--- src/design/fepc_defs.svh ---
`ifndef FEPC_DEFS_SVH
`define FEPC_DEFS_SVH

// ----------------------------------------
// Bus geometry
// ----------------------------------------
`define FEPC_AW              10
`define FEPC_DW              32

// ----------------------------------------
// Register indices (byte address is four times the index)
// ----------------------------------------
`define FEPC_IDX_PAGE        8'hfc
`define FEPC_IDX_ROW         8'hfd
`define FEPC_IDX_COL         8'hfe
`define FEPC_IDX_PGCTL       8'hff
`define FEPC_IDX_PDATA       8'h40
`define FEPC_IDX_IRQ_STAT    8'h41
`define FEPC_IDX_IRQ_EN      8'h42
`define FEPC_IDX_IRQ_CLR     8'h43

// ----------------------------------------
// Field positions and reset values
// ----------------------------------------
`define FEPC_INFO_BIT        7
`define FEPC_MASS_BIT        0
`define FEPC_PAGE_BIT        1
`define FEPC_ROW_BIT         2
`define FEPC_PAGE_RST        7'h00
`define FEPC_ROW_RST         3'h0
`define FEPC_COL_RST         7'h00
`define FEPC_COL_LAST        7'h7f
`define FEPC_EV_MASS         0
`define FEPC_EV_PAGE         1
`define FEPC_EV_ROW          2
`define FEPC_EV_TMO          3
`define FEPC_NEV             4
`define FEPC_RESP_OKAY       2'h0
`define FEPC_RESP_SLVERR     2'h2

// ----------------------------------------
// Timing
// ----------------------------------------
`define FEPC_CLK_HZ          125000000
`define FEPC_MASS_ERASE_MS   200
`define FEPC_PAGE_ERASE_MS   10
`define FEPC_ROW_TMO_US      1000
`define FEPC_MASS_ERASE_CYC  (`FEPC_MASS_ERASE_MS * (`FEPC_CLK_HZ / 1000))
`define FEPC_PAGE_ERASE_CYC  (`FEPC_PAGE_ERASE_MS * (`FEPC_CLK_HZ / 1000))
`define FEPC_ROW_TMO_CYC     (`FEPC_ROW_TMO_US * (`FEPC_CLK_HZ / 1000000))

`endif

--- src/design/fepc_pkg.sv ---
package fepc_pkg;

  typedef enum logic [1:0] {
    FEPC_IDLE,
    FEPC_MASS,
    FEPC_PAGE,
    FEPC_ROW
  } fepc_state_type;

  typedef struct packed {
    logic       info;
    logic [6:0] page;
    logic [2:0] row;
    logic [6:0] col;
  } fepc_addr_type;

  typedef struct packed {
    logic [9:0]  addr;
    logic [31:0] data;
    logic [3:0]  strb;
  } fepc_regwr_type;

endpackage : fepc_pkg

--- src/design/fepc_axil_slave.sv ---
`timescale 1ns/10ps
`default_nettype none
`include "fepc_defs.svh"

module fepc_axil_slave
  import fepc_pkg::*;
(
  // Clock and reset
  input  wire logic                 aclk,
  input  wire logic                 aresetn,
  // AXI4-Lite
  input  wire logic [`FEPC_AW-1:0]  s_axi_awaddr,
  input  wire logic                 s_axi_awvalid,
  output logic                      s_axi_awready,
  input  wire logic [`FEPC_DW-1:0]  s_axi_wdata,
  input  wire logic [3:0]           s_axi_wstrb,
  input  wire logic                 s_axi_wvalid,
  output logic                      s_axi_wready,
  output logic [1:0]                s_axi_bresp,
  output logic                      s_axi_bvalid,
  input  wire logic                 s_axi_bready,
  input  wire logic [`FEPC_AW-1:0]  s_axi_araddr,
  input  wire logic                 s_axi_arvalid,
  output logic                      s_axi_arready,
  output logic [`FEPC_DW-1:0]       s_axi_rdata,
  output logic [1:0]                s_axi_rresp,
  output logic                      s_axi_rvalid,
  input  wire logic                 s_axi_rready,
  // Register side
  output logic                      wr_en,
  output fepc_regwr_type            wr_req,
  input  wire logic                 wr_err,
  output logic [`FEPC_AW-1:0]       rd_addr,
  input  wire logic [`FEPC_DW-1:0]  rd_data,
  input  wire logic                 rd_err
);

  wire aw_hs = s_axi_awvalid & s_axi_awready;
  wire w_hs  = s_axi_wvalid & s_axi_wready;
  wire b_hs  = s_axi_bvalid & s_axi_bready;
  wire ar_hs = s_axi_arvalid & s_axi_arready;
  wire r_hs  = s_axi_rvalid & s_axi_rready;

  // Address and data are held until both have arrived, in either order
  assign wr_en   = ~s_axi_awready & ~s_axi_wready & ~s_axi_bvalid;
  assign rd_addr = s_axi_araddr;

  always_ff @(posedge aclk) begin
    if (!aresetn) begin
      s_axi_awready <= 1'b1;
      s_axi_wready  <= 1'b1;
      s_axi_bvalid  <= 1'b0;
      s_axi_bresp   <= `FEPC_RESP_OKAY;
      wr_req        <= '0;
    end else begin
      if (aw_hs) begin
        s_axi_awready <= 1'b0;
        wr_req.addr   <= s_axi_awaddr;
      end
      if (w_hs) begin
        s_axi_wready <= 1'b0;
        wr_req.data  <= s_axi_wdata;
        wr_req.strb  <= s_axi_wstrb;
      end
      if (wr_en) begin
        s_axi_bvalid <= 1'b1;
        s_axi_bresp  <= wr_err ? `FEPC_RESP_SLVERR : `FEPC_RESP_OKAY;
      end
      if (b_hs) begin
        s_axi_bvalid  <= 1'b0;
        s_axi_awready <= 1'b1;
        s_axi_wready  <= 1'b1;
      end
    end
  end

  always_ff @(posedge aclk) begin
    if (!aresetn) begin
      s_axi_arready <= 1'b1;
      s_axi_rvalid  <= 1'b0;
      s_axi_rdata   <= '0;
      s_axi_rresp   <= `FEPC_RESP_OKAY;
    end else if (ar_hs) begin
      s_axi_arready <= 1'b0;
      s_axi_rvalid  <= 1'b1;
      s_axi_rdata   <= rd_data;
      s_axi_rresp   <= rd_err ? `FEPC_RESP_SLVERR : `FEPC_RESP_OKAY;
    end else if (r_hs) begin
      s_axi_rvalid  <= 1'b0;
      s_axi_arready <= 1'b1;
    end
  end

endmodule : fepc_axil_slave
`default_nettype wire

--- src/design/fepc_flash_ctrl.sv ---
// Local design decision: the AXI4-Lite register port.
`timescale 1ns/10ps
`default_nettype none
`include "fepc_defs.svh"

module fepc_flash_ctrl
  import fepc_pkg::*;
#(
  parameter int unsigned MASS_ERASE_CYCLES = `FEPC_MASS_ERASE_CYC,
  parameter int unsigned PAGE_ERASE_CYCLES = `FEPC_PAGE_ERASE_CYC,
  parameter int unsigned ROW_TMO_CYCLES    = `FEPC_ROW_TMO_CYC
) (
  // Clock and reset
  input  wire logic                 aclk,
  input  wire logic                 aresetn,
  // AXI4-Lite register bus
  input  wire logic [`FEPC_AW-1:0]  s_axi_awaddr,
  input  wire logic                 s_axi_awvalid,
  output logic                      s_axi_awready,
  input  wire logic [`FEPC_DW-1:0]  s_axi_wdata,
  input  wire logic [3:0]           s_axi_wstrb,
  input  wire logic                 s_axi_wvalid,
  output logic                      s_axi_wready,
  output logic [1:0]                s_axi_bresp,
  output logic                      s_axi_bvalid,
  input  wire logic                 s_axi_bready,
  input  wire logic [`FEPC_AW-1:0]  s_axi_araddr,
  input  wire logic                 s_axi_arvalid,
  output logic                      s_axi_arready,
  output logic [`FEPC_DW-1:0]       s_axi_rdata,
  output logic [1:0]                s_axi_rresp,
  output logic                      s_axi_rvalid,
  input  wire logic                 s_axi_rready,
  // CPU access stall
  input  wire logic                 cpu_req,
  input  wire logic                 cpu_is_flash,
  input  wire logic                 cpu_is_write,
  output logic                      cpu_wait,
  // Flash array
  output logic                      arr_mass_erase,
  output logic                      arr_page_erase,
  output logic                      arr_row_mode,
  output fepc_addr_type             arr_addr,
  output logic                      arr_prog_strobe,
  output logic [7:0]                arr_prog_data,
  // Interrupt
  output logic                      irq
);

  // ----------------------------------------
  // Bus slave
  // ----------------------------------------
  logic                wr_en;
  fepc_regwr_type      wr_req;
  logic [`FEPC_AW-1:0] rd_addr;
  logic [`FEPC_DW-1:0] rd_data;
  logic                rd_err;
  logic                wr_err;

  fepc_axil_slave u_slave (
    .aclk          (aclk),
    .aresetn       (aresetn),
    .s_axi_awaddr  (s_axi_awaddr),
    .s_axi_awvalid (s_axi_awvalid),
    .s_axi_awready (s_axi_awready),
    .s_axi_wdata   (s_axi_wdata),
    .s_axi_wstrb   (s_axi_wstrb),
    .s_axi_wvalid  (s_axi_wvalid),
    .s_axi_wready  (s_axi_wready),
    .s_axi_bresp   (s_axi_bresp),
    .s_axi_bvalid  (s_axi_bvalid),
    .s_axi_bready  (s_axi_bready),
    .s_axi_araddr  (s_axi_araddr),
    .s_axi_arvalid (s_axi_arvalid),
    .s_axi_arready (s_axi_arready),
    .s_axi_rdata   (s_axi_rdata),
    .s_axi_rresp   (s_axi_rresp),
    .s_axi_rvalid  (s_axi_rvalid),
    .s_axi_rready  (s_axi_rready),
    .wr_en         (wr_en),
    .wr_req        (wr_req),
    .wr_err        (wr_err),
    .rd_addr       (rd_addr),
    .rd_data       (rd_data),
    .rd_err        (rd_err)
  );

  // ----------------------------------------
  // Storage
  // ----------------------------------------
  logic                    info_page_select;
  logic [6:0]              page_sel;
  logic [2:0]              row_sel;
  logic [6:0]              col_sel;
  fepc_state_type          state;
  fepc_state_type          next_state;
  logic [31:0]             timer;
  logic [31:0]             next_timer;
  logic [`FEPC_NEV-1:0]    irq_status;
  logic [`FEPC_NEV-1:0]    irq_enable;
  logic [`FEPC_NEV-1:0]    events;

  // ----------------------------------------
  // Write decode
  // ----------------------------------------
  wire [7:0] wr_idx  = wr_req.addr[9:2];
  wire       wr_lane = wr_en & wr_req.strb[0];
  wire       idle    = (state == FEPC_IDLE);
  wire       hit_page  = (wr_idx == `FEPC_IDX_PAGE);
  wire       hit_row   = (wr_idx == `FEPC_IDX_ROW);
  wire       hit_col   = (wr_idx == `FEPC_IDX_COL);
  wire       hit_pgctl = (wr_idx == `FEPC_IDX_PGCTL);
  wire       hit_pdata = (wr_idx == `FEPC_IDX_PDATA);
  wire       hit_ien   = (wr_idx == `FEPC_IDX_IRQ_EN);
  wire       hit_iclr  = (wr_idx == `FEPC_IDX_IRQ_CLR);
  wire       hit_istat = (wr_idx == `FEPC_IDX_IRQ_STAT);
  assign wr_err = wr_en & ~(hit_page | hit_row | hit_col | hit_pgctl | hit_pdata
                            | hit_ien | hit_iclr | hit_istat);

  // Address registers ignore writes while an operation runs; only a row program steps the column
  wire wr_page  = wr_lane & hit_page & idle;
  wire wr_row   = wr_lane & hit_row & idle;
  wire wr_col   = wr_lane & hit_col & idle;
  wire wr_pgctl = wr_lane & hit_pgctl & idle;
  wire wr_pdata = wr_lane & hit_pdata & (idle | state == FEPC_ROW);

  // Simultaneous command bits resolve mass over page over row
  wire start_mass = wr_pgctl & wr_req.data[`FEPC_MASS_BIT];
  wire start_page = wr_pgctl & ~start_mass & wr_req.data[`FEPC_PAGE_BIT];
  wire start_row  = wr_pgctl & ~start_mass & ~start_page
                    & wr_req.data[`FEPC_ROW_BIT];

  wire row_byte  = wr_pdata & (state == FEPC_ROW);
  wire row_last  = row_byte & (col_sel == `FEPC_COL_LAST);
  wire timer_end = (timer == 32'h0);

  // ----------------------------------------
  // Sequencer
  // ----------------------------------------
  always_comb begin
    next_state = state;
    next_timer = timer;
    events     = '0;
    case (state)
      FEPC_IDLE: begin
        if (start_mass) begin
          next_state = FEPC_MASS;
          next_timer = MASS_ERASE_CYCLES - 32'd1;
        end else if (start_page) begin
          next_state = FEPC_PAGE;
          next_timer = PAGE_ERASE_CYCLES - 32'd1;
        end else if (start_row) begin
          next_state = FEPC_ROW;
          next_timer = ROW_TMO_CYCLES - 32'd1;
        end
      end
      FEPC_MASS, FEPC_PAGE: begin
        next_timer = timer - 32'd1;
        if (timer_end) begin
          next_state = FEPC_IDLE;
          events[`FEPC_EV_MASS] = (state == FEPC_MASS);
          events[`FEPC_EV_PAGE] = (state == FEPC_PAGE);
        end
      end
      FEPC_ROW: begin
        next_timer = timer - 32'd1;
        if (row_last) begin
          next_state = FEPC_IDLE;
          events[`FEPC_EV_ROW] = 1'b1;
        end else if (row_byte) begin
          next_timer = ROW_TMO_CYCLES - 32'd1;
        end else if (timer_end) begin
          next_state = FEPC_IDLE;
          events[`FEPC_EV_TMO] = 1'b1;
        end
      end
      default: begin
        next_state = FEPC_IDLE;
      end
    endcase
  end

  always_ff @(posedge aclk) begin
    if (!aresetn) begin
      state <= FEPC_IDLE;
      timer <= 32'h0;
    end else begin
      state <= next_state;
      timer <= next_timer;
    end
  end

  // ----------------------------------------
  // Address registers
  // ----------------------------------------
  always_ff @(posedge aclk) begin
    if (!aresetn) begin
      info_page_select <= 1'b0;
      page_sel         <= `FEPC_PAGE_RST;
      row_sel          <= `FEPC_ROW_RST;
      col_sel          <= `FEPC_COL_RST;
    end else begin
      if (wr_page) begin
        info_page_select <= wr_req.data[`FEPC_INFO_BIT];
        page_sel         <= wr_req.data[6:0];
      end
      if (wr_row) begin
        row_sel <= wr_req.data[2:0];
      end
      if (wr_col) begin
        col_sel <= wr_req.data[6:0];
      end else if (row_byte) begin
        col_sel <= col_sel + 7'h01;
      end
    end
  end

  // ----------------------------------------
  // Flash array and stall outputs
  // ----------------------------------------
  fepc_addr_type cur_addr;
  assign cur_addr = {info_page_select,
                     info_page_select ? 7'h00 : page_sel,
                     row_sel,
                     col_sel};

  wire next_erasing = (next_state == FEPC_MASS) | (next_state == FEPC_PAGE);
  wire next_rowing  = (next_state == FEPC_ROW);
  // Only flash-targeted requests can stall; everything else passes
  wire next_wait = cpu_req & cpu_is_flash
                   & (next_erasing | (next_rowing & ~cpu_is_write));

  always_ff @(posedge aclk) begin
    if (!aresetn) begin
      cpu_wait        <= 1'b0;
      arr_mass_erase  <= 1'b0;
      arr_page_erase  <= 1'b0;
      arr_row_mode    <= 1'b0;
      arr_addr        <= '0;
      arr_prog_strobe <= 1'b0;
      arr_prog_data   <= 8'h00;
    end else begin
      cpu_wait        <= next_wait;
      arr_mass_erase  <= (next_state == FEPC_MASS);
      arr_page_erase  <= (next_state == FEPC_PAGE);
      arr_row_mode    <= next_rowing;
      arr_addr        <= cur_addr;
      arr_prog_strobe <= wr_pdata;
      if (wr_pdata) begin
        arr_prog_data <= wr_req.data[7:0];
      end
    end
  end

  // ----------------------------------------
  // Interrupts
  // ----------------------------------------
  wire [`FEPC_NEV-1:0] clr_bits = (wr_lane & hit_iclr) ? wr_req.data[`FEPC_NEV-1:0] : '0;

  always_ff @(posedge aclk) begin
    if (!aresetn) begin
      irq_status <= '0;
      irq_enable <= '0;
      irq        <= 1'b0;
    end else begin
      // A new event beats a clear in the same cycle
      irq_status <= (irq_status & ~clr_bits) | events;
      if (wr_lane & hit_ien) begin
        irq_enable <= wr_req.data[`FEPC_NEV-1:0];
      end
      irq <= |(((irq_status & ~clr_bits) | events)
               & ((wr_lane & hit_ien) ? wr_req.data[`FEPC_NEV-1:0] : irq_enable));
    end
  end

  // ----------------------------------------
  // Read mux
  // ----------------------------------------
  wire [7:0] rd_idx = rd_addr[9:2];
  wire [7:0] pgctl_val = {5'h00, state == FEPC_ROW, state == FEPC_PAGE,
                          state == FEPC_MASS};

  always_comb begin
    rd_data = 32'h0;
    rd_err  = 1'b0;
    case (rd_idx)
      `FEPC_IDX_PAGE:     rd_data = {24'h0, info_page_select, page_sel};
      `FEPC_IDX_ROW:      rd_data = {29'h0, row_sel};
      `FEPC_IDX_COL:      rd_data = {25'h0, col_sel};
      `FEPC_IDX_PGCTL:    rd_data = {24'h0, pgctl_val};
      `FEPC_IDX_PDATA:    rd_data = {24'h0, arr_prog_data};
      `FEPC_IDX_IRQ_STAT: rd_data = {28'h0, irq_status};
      `FEPC_IDX_IRQ_EN:   rd_data = {28'h0, irq_enable};
      `FEPC_IDX_IRQ_CLR:  rd_data = 32'h0;
      default:            rd_err  = 1'b1;
    endcase
  end

  // ----------------------------------------
  // Assertions
  // ----------------------------------------
  erase_wait_a: assert property (@(posedge aclk) disable iff (!aresetn)
    (cpu_req && cpu_is_flash && next_erasing) |=> cpu_wait)
    else $error("flash access not stalled during erase");

  other_nowait_a: assert property (@(posedge aclk) disable iff (!aresetn)
    (!cpu_is_flash || !cpu_req) |=> !cpu_wait)
    else $error("non-flash access stalled");

  row_read_a: assert property (@(posedge aclk) disable iff (!aresetn)
    (state == FEPC_ROW && next_rowing && cpu_req && cpu_is_flash && !cpu_is_write)
    |=> cpu_wait && arr_row_mode)
    else $error("flash read not stalled during row program");

  info_page_a: assert property (@(posedge aclk) disable iff (!aresetn)
    arr_addr.info |-> arr_addr.page == 7'h00)
    else $error("page field not ignored on information page");

  col_step_a: assert property (@(posedge aclk) disable iff (!aresetn)
    (row_byte && !row_last) |=> col_sel == $past(col_sel) + 7'h01 && state == FEPC_ROW)
    else $error("column did not advance");

  row_end_a: assert property (@(posedge aclk) disable iff (!aresetn)
    row_last |=> state == FEPC_IDLE && col_sel == 7'h00 && irq_status[`FEPC_EV_ROW])
    else $error("row program did not end at column 128");

  mass_run_a: assert property (@(posedge aclk) disable iff (!aresetn)
    start_mass |=> arr_mass_erase && pgctl_val == 8'h01 ##1 arr_mass_erase)
    else $error("mass erase did not start");

  page_done_a: assert property (@(posedge aclk) disable iff (!aresetn)
    (state == FEPC_PAGE && timer_end) |=> !arr_page_erase && pgctl_val == 8'h00
    && irq_status[`FEPC_EV_PAGE])
    else $error("page erase did not clear itself");

  row_tmo_a: assert property (@(posedge aclk) disable iff (!aresetn)
    (state == FEPC_ROW && timer_end && !row_byte) |=> state == FEPC_IDLE
    && irq_status[`FEPC_EV_TMO] && !arr_row_mode)
    else $error("row timeout not taken");

  pgctl_res_a: assert property (@(posedge aclk) disable iff (!aresetn)
    pgctl_val[7:3] == 5'h00 && $onehot0(pgctl_val[2:0]))
    else $error("program control reserved bits set");

  irq_out_a: assert property (@(posedge aclk) disable iff (!aresetn)
    irq == |(irq_status & irq_enable))
    else $error("interrupt output disagrees with status");

  mass_cov_c: cover property (@(posedge aclk) disable iff (!aresetn)
    state == FEPC_MASS && timer_end);
  page_cov_c: cover property (@(posedge aclk) disable iff (!aresetn)
    start_page ##1 arr_page_erase);
  row_cov_c:  cover property (@(posedge aclk) disable iff (!aresetn) row_last);
  tmo_cov_c:  cover property (@(posedge aclk) disable iff (!aresetn)
    state == FEPC_ROW && timer_end && !row_byte);

endmodule : fepc_flash_ctrl
`default_nettype wire

--- config.mk ---
export PLATFORM = sky130hd
export DESIGN_NAME = fepc_flash_ctrl
export DESIGN_NICKNAME = d
export VERILOG_FILES = /design/src/design/fepc_pkg.sv /design/src/design/fepc_axil_slave.sv /design/src/design/fepc_flash_ctrl.sv
export VERILOG_INCLUDE_DIRS = /design/src /design/src/design
export SDC_FILE = /design/constraint.sdc
export NUM_CORES = 1
export LEC_CHECK = 0
export BUFFER_PORTS_ARGS = -buffer_cell sky130_fd_sc_hd__buf_2
export CORE_ASPECT_RATIO = 0.6
export CORE_MARGIN = 1
export CORE_UTILIZATION = 40
export CTS_CLUSTER_SIZE = 30
export DETAILED_ROUTE_END_ITERATION = 16
export GPL_ROUTABILITY_DRIVEN = 0
export SLEW_MARGIN = 20
export SYNTH_ARGS = -nofsm -noshare
export SYNTH_HDL_FRONTEND = slang
export SYNTH_HIERARCHICAL = 1
export SYNTH_SLANG_ARGS = --single-unit
--- constraint.sdc ---
create_clock -name aclk -period 2.2 [get_ports aclk]
set_input_delay 0.33 -clock aclk [delete_from_list [all_inputs] [get_ports aclk]]
set_output_delay 0.33 -clock aclk [all_outputs]
set_load 0.02 [all_outputs]
# [After elaboration in Yosys (flattened, before gate mapping)]
# Index checks and enable logic that the tools add are counted.
[classes] addsub=2 eq_ne=24 muxes=31 n_bitwise=53 reduce_logical=9
[ops] operator="32-bit two-way mux" count=5
[ops] operator="32-bit one-hot mux with 3 select lines" count=1
[ops] operator="8-bit by 7-bit equality test with 1-bit output, second input constant" count=8
[ops] operator="8-bit equality test, second input constant" count=8
[ops] operator="8-bit one-hot mux with 7 select lines" count=1
[ops] operator="32-bit zero test" count=1
[ops] operator="32-bit by 1-bit subtractor with 32-bit output, second input constant" count=1
[ops] operator="1-bit bitwise AND" count=31
[ops] operator="2-bit two-way mux" count=11
[ops] operator="7-bit two-way mux" count=2
[ops] operator="1-bit bitwise OR" count=10
[ops] operator="4-bit bitwise AND" count=2
[ops] operator="2-bit equality test, second input constant" count=4
[ops] operator="1-bit two-way mux" count=8
[ops] operator="4-bit two-way mux" count=2
[ops] operator="1-bit inverter" count=8
[ops] operator="8-bit OR reduction" count=1
[ops] operator="7-bit by 1-bit adder with 7-bit output, second input constant" count=1
[ops] operator="7-bit equality test, second input constant" count=1
[ops] operator="2-bit one-hot mux with 3 select lines" count=1
[ops] operator="2-bit OR reduction" count=3
[ops] operator="2-bit by 1-bit equality test with 1-bit output, second input constant" count=2
[ops] operator="4-bit by 1-bit != test with 1-bit output, second input constant" count=1
[ops] operator="4-bit inverter" count=1
[ops] operator="4 further kinds" count=5
[word_totals] reg_bits=152 in_bits=66 output_inout_bits=73 word_cells=149

# [Longest topological paths before layout]
# Gate-level depths: netlist of the first run.
[logic_depth] word_depth=21 depth_mapped=12 mapped_depth_nobuf=11

# [By module]
# The synthesis of the first run kept the hierarchy.
[modules_own_cells] module="fepc_flash_ctrl" n_inst=1 cells_per_inst=551 area_each_um2=4559.4 seq_area_each_um2=1841.8
[modules_own_cells] module="fepc_axil_slave" n_inst=1 cells_per_inst=394 area_each_um2=3897.5 seq_area_each_um2=1701.6

# [Least setup slack after synthesis of the first run]
# OpenSTA, ideal clock, no wires.
[synth_timing] path_type="reg-to-reg" from="register u_slave.s_axi_wready" to="register arr_row_mode" setup_time_ps=115 t_arrival_ps=2285 required_ps=2085 path_slack_ps=-200 stages_incl_launch_ff=12 path_buffers=2 period_less_slack_ps=2400 cell_sequence="dfxtp_1 > buf_6 > nor3_4 > and3b_1 > and4bb_2 > buf_6 > nor4_1 > o21ai_0 > a31oi_1 > inv_1 > ha_1 > and2_1"
[synth_between] elab_chain_cells=18 word_cells_on_any_way=24 cone_classes="eq/ne: 1; mux: 6; bitwise: 17"
[synth_lines] element="start, declared" line="fepc_axil_slave.sv:18" rtl="output logic s_axi_wready,"
[synth_lines] element="start signal, assigned" line="fepc_axil_slave.sv:51" rtl="s_axi_wready <= 1'b1;"
[synth_lines] element="start signal, assigned" line="fepc_axil_slave.sv:61" rtl="s_axi_wready <= 1'b0;"
[synth_lines] element="start signal, assigned" line="fepc_axil_slave.sv:72" rtl="s_axi_wready <= 1'b1;"
[synth_lines] element="1-bit inverter *" line="fepc_axil_slave.sv:45" rtl="assign wr_en = ~s_axi_awready & ~s_axi_wready & ~s_axi_bvalid;"
[synth_lines] element="1-bit bitwise AND * (2 in a row)" line="fepc_axil_slave.sv:45"
[synth_lines] element="net wr_en" line="fepc_flash_ctrl.sv:53" rtl="logic wr_en;"
[synth_lines] element="1-bit bitwise AND *" line="fepc_flash_ctrl.sv:107" rtl="wire wr_lane = wr_en & wr_req.strb[0];"
[synth_lines] element="1-bit bitwise AND (2 in a row)" line="fepc_flash_ctrl.sv:124" rtl="wire wr_pgctl = wr_lane & hit_pgctl & idle;"
[synth_lines] element="1-bit bitwise AND" line="fepc_flash_ctrl.sv:128" rtl="wire start_mass = wr_pgctl & wr_req.data[`FEPC_MASS_BIT];"
[synth_lines] element="1-bit inverter" line="fepc_flash_ctrl.sv:129, fepc_flash_ctrl.sv:130"
[synth_lines] element="1-bit bitwise AND" line="fepc_flash_ctrl.sv:129, fepc_flash_ctrl.sv:130"
[synth_lines] element="(+2 left out)"
[synth_lines] element="1-bit bitwise AND (2 in a row)" line="fepc_flash_ctrl.sv:130" rtl="wire start_row = wr_pgctl & ~start_mass & ~start_page"
[synth_lines] element="2-bit two-way mux" line="fepc_flash_ctrl.sv:152" rtl="end else if (start_row) begin"
[synth_lines] element="2-bit two-way mux" line="fepc_flash_ctrl.sv:149" rtl="end else if (start_page) begin"
[synth_lines] element="2-bit two-way mux" line="fepc_flash_ctrl.sv:146" rtl="if (start_mass) begin"
[synth_lines] element="2-bit one-hot mux with 3 select lines *" line="fepc_flash_ctrl.sv:144" rtl="case (state)"
[synth_lines] element="net next_state[0]" line="fepc_flash_ctrl.sv:96" rtl="fepc_state_type next_state;"
[synth_lines] element="2-bit equality test *" line="fepc_flash_ctrl.sv:228" rtl="wire next_rowing = (next_state == FEPC_ROW);"
[synth_lines] element="net next_rowing" line="fepc_flash_ctrl.sv:228"
[synth_lines] element="end signal, assigned" line="fepc_flash_ctrl.sv:246" rtl="arr_row_mode <= next_rowing;"
[synth_lines] element="end, declared" line="fepc_flash_ctrl.sv:42" rtl="output logic arr_row_mode,"
# The timed path passes the listed nets; every way through them passes the cells marked *.
# A chain may end at the register's enable or synchronous reset.

# [Final worst setup path of the first run]
[layout_timing] from="register u_slave/wr_req[40] (netlist name)" to="register arr_mass_erase"
[layout_between] elab_chain_cells=15 word_cells_on_any_way=22 cone_classes="eq/ne: 3; mux: 6; bitwise: 13"
[layout_lines] element="8-bit equality test (no line)"
[layout_lines] element="1-bit bitwise AND (2 in a row)" line="fepc_flash_ctrl.sv:124"
[layout_lines] element="1-bit bitwise AND" line="fepc_flash_ctrl.sv:128"
[layout_lines] element="1-bit inverter" line="fepc_flash_ctrl.sv:129, fepc_flash_ctrl.sv:130"
[layout_lines] element="1-bit bitwise AND" line="fepc_flash_ctrl.sv:129, fepc_flash_ctrl.sv:130"
[layout_lines] element="1-bit bitwise AND" line="fepc_flash_ctrl.sv:129" rtl="wire start_page = wr_pgctl & ~start_mass & wr_req.data[`FEPC_PAGE_BIT];"
[layout_lines] element="1-bit inverter" line="fepc_flash_ctrl.sv:130"
[layout_lines] element="1-bit bitwise AND (2 in a row)" line="fepc_flash_ctrl.sv:130"
[layout_lines] element="2-bit two-way mux" line="fepc_flash_ctrl.sv:152"
[layout_lines] element="2-bit two-way mux" line="fepc_flash_ctrl.sv:149"
[layout_lines] element="2-bit two-way mux" line="fepc_flash_ctrl.sv:146"
[layout_lines] element="2-bit one-hot mux with 3 select lines *" line="fepc_flash_ctrl.sv:144"
[layout_lines] element="2-bit by 1-bit equality test with 1-bit output *" line="fepc_flash_ctrl.sv:244" rtl="arr_mass_erase <= (next_state == FEPC_MASS);"
[layout_lines] element="end signal, assigned" line="fepc_flash_ctrl.sv:244"
[layout_lines] element="end, declared" line="fepc_flash_ctrl.sv:40" rtl="output logic arr_mass_erase,"
# Mark *: on every way between the ends. The rest lies on a longest branch, timed or not.

==> qor.txt, run 1 <==
# clock sinks = 148
met2 Track Usage GR = 0.263
antenna viol nets, final = 0
Psw = 0.00161 W
pin count of the biggest net entering global routing = 83
grt met3 use = 0.0476
clk_skew = 0.0119 ns
clock root buffer = clkbuf_16
final hold violation count = 0
most common cell after layout, fill and taps aside = dfxtp_1
CTS H-tree lvls = 4
IO Count = 139
Synth Warn # = 6
# Max-Cap Violations = 0
Leak = 4.13 nW
CP startpoint kind = flip-flop
Seq pwr share = 0.461
mean post-synth cell area = 8.75 µm²
Clock power frac = 0.466
proportion of layout cells with a drive suffix above 1 = 0.309
vias = 6541
Tmin final = 2.23 ns
combinational fraction of design power = 0.073
final worst setup slack = -0.0255 ns
Arr. time, crit path = 2.55 ns
Starting Density = 0.415
DP Area = 8440 µm²
GR Util met1 = 0.363
insertion delay to the later sink of the worst-skew pair = 0.42 ns
post-DP HPWL = 14.2 mm
CTS tree = built
FP Rows = 37
# setup viols final = 2
Finished Cell Area = 9380 µm²
area grow syn2layout = 30.3%
RSZ-0062 raised after global routing = true
failing checks = setup timing
DRC = 0
Power Internal = 0.00442 W
grt ovf = 0
DRT Pass-1 Iters = 5
Max-slew headroom = 0.586
drt initial violations = 561
Max Fclk = 449 MHz
Crit Path Max Fanout = 4
initial antenna violation count = 0
Peak VDD IR = 0.526 mV
clock-pin slew on the worst setup and hold paths = 0.07 ns
average routed wire per standard cell = 16.3 µm
Total Power = 0.00602 W
DR vias/cell = 5.25
Total GRT Usage = 0.217
Place WS = -0.103 ns
worst-margin pin slew = 0.616 ns
Hold WS = 0.166 ns
IO buf count = 105
crit share post-route = 1.01
Worst Setup End Kind = flip-flop
die width = 175 µm
max-slew violations = 0
Crit Path Category = reg2reg
Final nets = 1075
final wirelength = 20.3 mm
post-synthesis cell area = 7200 µm²
worst hold path class = in2reg
TritonCTS Buffers = 17
Post-Synthesis Cells = 823
PwrDens = 642 nW/µm²
most frequent cells in the layout = 139 x dfxtp_1, 105 x buf_2, 87 x buf_4
vias in the first global route = 5695
GR peak layer = met1
first-pass GRT wire length = 31.4 mm
core region area = 17400 µm²
chip height = 106 µm
Hold Buf Count CTS = 0
WP data required = 2.52 ns
filler instances = 1609
outcome = finished with violations
ant diodes = 0
clock buffer depth = 2
die area = 18600 µm²
sw frac = 0.267
## worst max-delay path, cell delays in order, from the launching register on
cell	delay, ns
dfxtp_2	0.32
or4_4	0.56
and4bb_2	0.36
nor4_2	0.06
o21ai_2	0.14
buf_4	0.14
a31oi_4	0.09
buf_4	0.16
ha_2	0.15
and2_1	0.14
## metrics by stage
step | std cells | util | setup TNS, ns
final | 1246 | 0.540 | -0.0479
after global routing | 1246 | 0.540 | -0.671
after CTS | 1240 | 0.523 | -0.00663
after detailed placement | 1205 | 0.486 | -0.311
after global placement | 1205 | 0.486 | -0.247
after floorplan | 847 | - | -0.0334
## final cells by class
class / instances / area, µm² / area share
multi-input combinational: 611 / 4130 / 0.440
clock inverter: 14 / 135 / 0.0144
clock buffer: 18 / 429 / 0.0457
timing repair buffer: 204 / 1360 / 0.145
tap: 234 / 293 / 0.0312
sequential: 148 / 2980 / 0.317
inverter: 17 / 63.8 / 0.00680
## registers in the layout, summed over array words and instances, names as in the netlist, 2 cells and up
register	count
u_slave/wr_req	17
arr_prog_data	8
page_sel	7
col_sel	7
arr_addr	18
irq_enable	4
u_slave/s_axi_rdata	32
row_sel	3
state	2
irq_status	4
timer	32
## timing repair
action	CTS	global route
resized for setup	9	55
endpoints found under the setup margin	4	39
pin swaps	10	20
setup buffers	3	5
cloned	0	1
## metal layers
metal / share of wire / up-vias
met5: 0 / -
met4: 0.0091 / 0
met2: 0.36 / 265
met1: 0.55 / 2994
li1: - / 3264
met3: 0.082 / 18
## path summary, 6_finish.rpt
path	startpoint	cells after the start	end	slack [ns]
worst max register to register	u_slave/wr_req[40]	9	arr_mass_erase	-0.03
worst max-delay path	u_slave/wr_req[40]	9	arr_mass_erase	-0.03
worst min-delay path	cpu_is_flash	3	cpu_wait	0.17
worst min register to register	u_slave/s_axi_bresp[1]	2	u_slave/s_axi_bresp[1]	0.46
## power groups by stage
| stage | Clock [W] | Sequential (W) | Combinational [W] |
|---|---|---|---|
| final | 0.00281 | 0.00278 | 0.000440 |
| after detailed placement | 0 | 0.00284 | 0.000424 |
| after CTS | 0.00284 | 0.00278 | 0.000427 |
| after floorplan | 0 | 0.00287 | 0.000282 |
| after global placement | 0 | 0.00284 | 0.000423 |
| after global routing | 0.00299 | 0.00278 | 0.000478 |
(Power assumes the default switching activity.)
==> run 2, diff against run 1 <==
SKIP_LAST_GASP = 1   (was not set)
==> run 2 against run 1 <==
Compared with the run above: the run still ends with setup timing left; register-to-register slack about the same; count of clock-buffer cells in the layout unchanged; worst setup slack lost 0.0046 ns; power is 0.19% lower; hold slack improved by 0.0017 ns; clock power barely moved; largest cell class unchanged.
==> qor.txt, run 2 (synthesis gave the netlist of run 1 again) <==
IO buf count = 105 (unchanged)
reg-to-reg endpoint = cpu_wait
outcome = finished with violations
Arr. time, crit path = 2.55 ns (about the same)
CTS H-tree lvls = 4 (unchanged)
core region area = 17400 µm² (unchanged)
# Max-Cap Violations = 0 (unchanged)
utilization of the core after routing = 0.534 (-0.00598)
Reg area = 2970 µm² (about the same)
clock buffer depth = 2 (unchanged)
most numerous cell on the critical path = inv_2
reg2reg setup slack = -0.03 ns (about the same)
proportion of layout cells with a drive suffix above 1 = 0.300 (-0.00929)
post-DP HPWL = 14.2 mm (unchanged)
WP data required = 2.52 ns (about the same)
Max stage delay on crit path = 0.35 ns (-0.21 ns)
IO Count = 139 (unchanged)
vias = 6482 (-0.90%)
DRC = 0 (unchanged)
Critical Path, Cell by Cell = inv_2 > ha_4 > nor2_2 > and4bb_2 > nor4_2 > o21ai_2 > buf_4 > a31oi_4 > inv_2 > ha_2 > nand2b_1 > a21oi_2
clock-pin slew on the worst setup and hold paths = 0.07 ns (about the same)
R2R depth = 12 (+3)
Seq pwr share = 0.462 (about the same)
die area = 18600 µm² (unchanged)
Leak = 4.12 nW (-0.28%)
worst r2r src = state[1]
crit path buf inv count = 3 (+1)
Starting Density = 0.415 (unchanged)
grt ovf = 0 (unchanged)
Place WS = -0.103 ns (unchanged)
drt initial violations = 578 (+3.0%)
Power Internal = 0.00441 W (about the same)
failing checks = setup timing
top flop regs = timer (32), u_slave/s_axi_rdata (32), arr_addr (18)
Psw = 0.00160 W (-0.53%)
sw frac = 0.266 (-0.000886)
FP Rows = 37 (unchanged)
die width = 175 µm (unchanged)
Clock power frac = 0.466 (about the same)
Hold Path Stages = 3 (unchanged)
final worst setup slack = -0.0300 ns (-0.00456 ns)
Hold Buf Count CTS = 0 (unchanged)
DR vias/cell = 5.21 (-0.74%)
Max Fclk = 448 MHz (-0.20%)
Crit Path Max Fanout = 2 (-2)
worst hold path class = in2reg
worst-margin pin slew = 0.661 ns (+0.0456 ns)
most frequent cells in the layout = 141 x dfxtp_1, 105 x buf_2, 87 x buf_4
Crit Path Category = reg2reg
final hold violation count = 0 (unchanged)
Hold Path End = cpu_wait
critical path's slowest cell = dfxtp_2
clk_skew = 0.0117 ns (-0.000203 ns)
pin count of the biggest net entering global routing = 83 (unchanged)
final wirelength = 20.1 mm (-1.2%)
combinational fraction of design power = 0.072 (about the same)
Crit path max-delay family = simple AND/OR/NAND/NOR gates
area grow syn2layout = 28.9%
Finished Cell Area = 9280 µm² (-1.1%)
TritonCTS Buffers = 17 (unchanged)
# setup viols final = 5 (+3)
Peak VDD IR = 0.522 mV (-0.62%)
insertion delay to the later sink of the worst-skew pair = 0.42 ns (about the same)
Final nets = 1073 (-0.19%)
CP startpoint kind = flip-flop
ant diodes = 0 (unchanged)
clock root buffer = clkbuf_16
vias in the first global route = 5699 (+0.070%)
# clock sinks = 148 (unchanged)
antenna viol nets, final = 0 (unchanged)
most common cell after layout, fill and taps aside = dfxtp_1
initial antenna violation count = 0 (unchanged)
max-slew violations = 0 (unchanged)
Total GRT Usage = 0.217 (unchanged)
Worst Hold Launch = cpu_is_flash
chip height = 106 µm (unchanged)
PwrDens = 648 nW/µm² (+0.92%)
setup TNS = -0.102 ns (-0.0542 ns)
DRT Pass-1 Iters = 5 (unchanged)
RSZ-0062 raised after global routing = true
DP Area = 8440 µm² (unchanged)
Worst Setup End Kind = flip-flop
filler instances = 1630 (+1.3%)
Max-slew headroom = 0.555 (-0.0307)
first-pass GRT wire length = 31.4 mm (unchanged)
Tmin final = 2.23 ns (+0.00456 ns)
crit share post-route = 1.01 (+0.00207)
footprint of the multi-input gates = 4050 µm² (-1.9%)
CTS tree = built
average routed wire per standard cell = 16.1 µm (-1.0%)
run 2: cell types whose count changed in the layout (fill, tap and decap cells not counted), sizes merged:
| cell | delta |
|---|---|
| buf | -2 |
run 2: worst max path at each step:
stage,start,to,slack (ns),depth (start not counted)
after floorplan,u_slave/s_axi_wready,arr_mass_erase,-0.02,10
after global placement,u_slave/wr_req[41],cpu_wait,-0.08,8
after detailed placement,u_slave/wr_req[41],cpu_wait,-0.10,8
after CTS,u_slave/s_axi_bvalid,arr_mass_erase,-0.006,11
after global routing,timer[0],cpu_wait,-0.14,12
final,state[1],cpu_wait,-0.03,12
run 2: final cells by class:
| class | count | share of cell area |
|---|---|---|
| Multi-Input combinational cell | 611 | 0.436 |
| Sequential cell | 148 | 0.321 |
| Timing Repair Buffer | 202 | 0.144 |
| Clock buffer | 18 | 0.0463 |
| Tap cell | 234 | 0.0316 |
| Clock inverter | 14 | 0.0146 |
| Inverter | 17 | 0.00688 |
run 2: timing repair:
item | CTS | global route
pin swaps | 9 | 20
gates cloned | 0 | 1
buffers inserted | 3 | 3
endpoints found under the setup margin | 4 | 38
resized for setup | 7 | 43
run 2: layer usage:
metal | up-vias | GRT usage | wire, µm
li1 | 3262 | - | -
met1 | 2966 | 0.363 | 11100
met2 | 244 | 0.263 | 7200
met3 | 10 | 0.0476 | 1600
met4 | 0 | 0.0516 | 144
met5 | - | 0 | 0
run 2: power by group through the flow:
stage / Clock, W / Sequential [W] / Combinational, W
5_1_grt: 0.00299 / 0.00278 / 0.000474
3_3_place_gp: 0 / 0.00284 / 0.000423
3_5_place_dp: 0 / 0.00284 / 0.000424
4_1_cts: 0.00284 / 0.00278 / 0.000426
6_report: 0.00280 / 0.00278 / 0.000434
2_1_floorplan: 0 / 0.00287 / 0.000282
run 2: tightest hold or removal path, cell delays in order:
cell and delay, ns:
buf_2 0.10, nand3_1 0.08, a21oi_2 0.04
run 2: metrics by stage:
| step | cells | hold WS (ns) | power (W) |
|---|---|---|---|
| finish | 1244 | 0.167 | 0.00601 |
| global route | 1244 | 0.170 | 0.00625 |
| CTS | 1240 | 0.145 | 0.00605 |
| detailed placement | 1205 | 0.451 | 0.00326 |
| global placement | 1205 | 0.452 | 0.00326 |
| floorplan | 847 | 0.441 | 0.00315 |
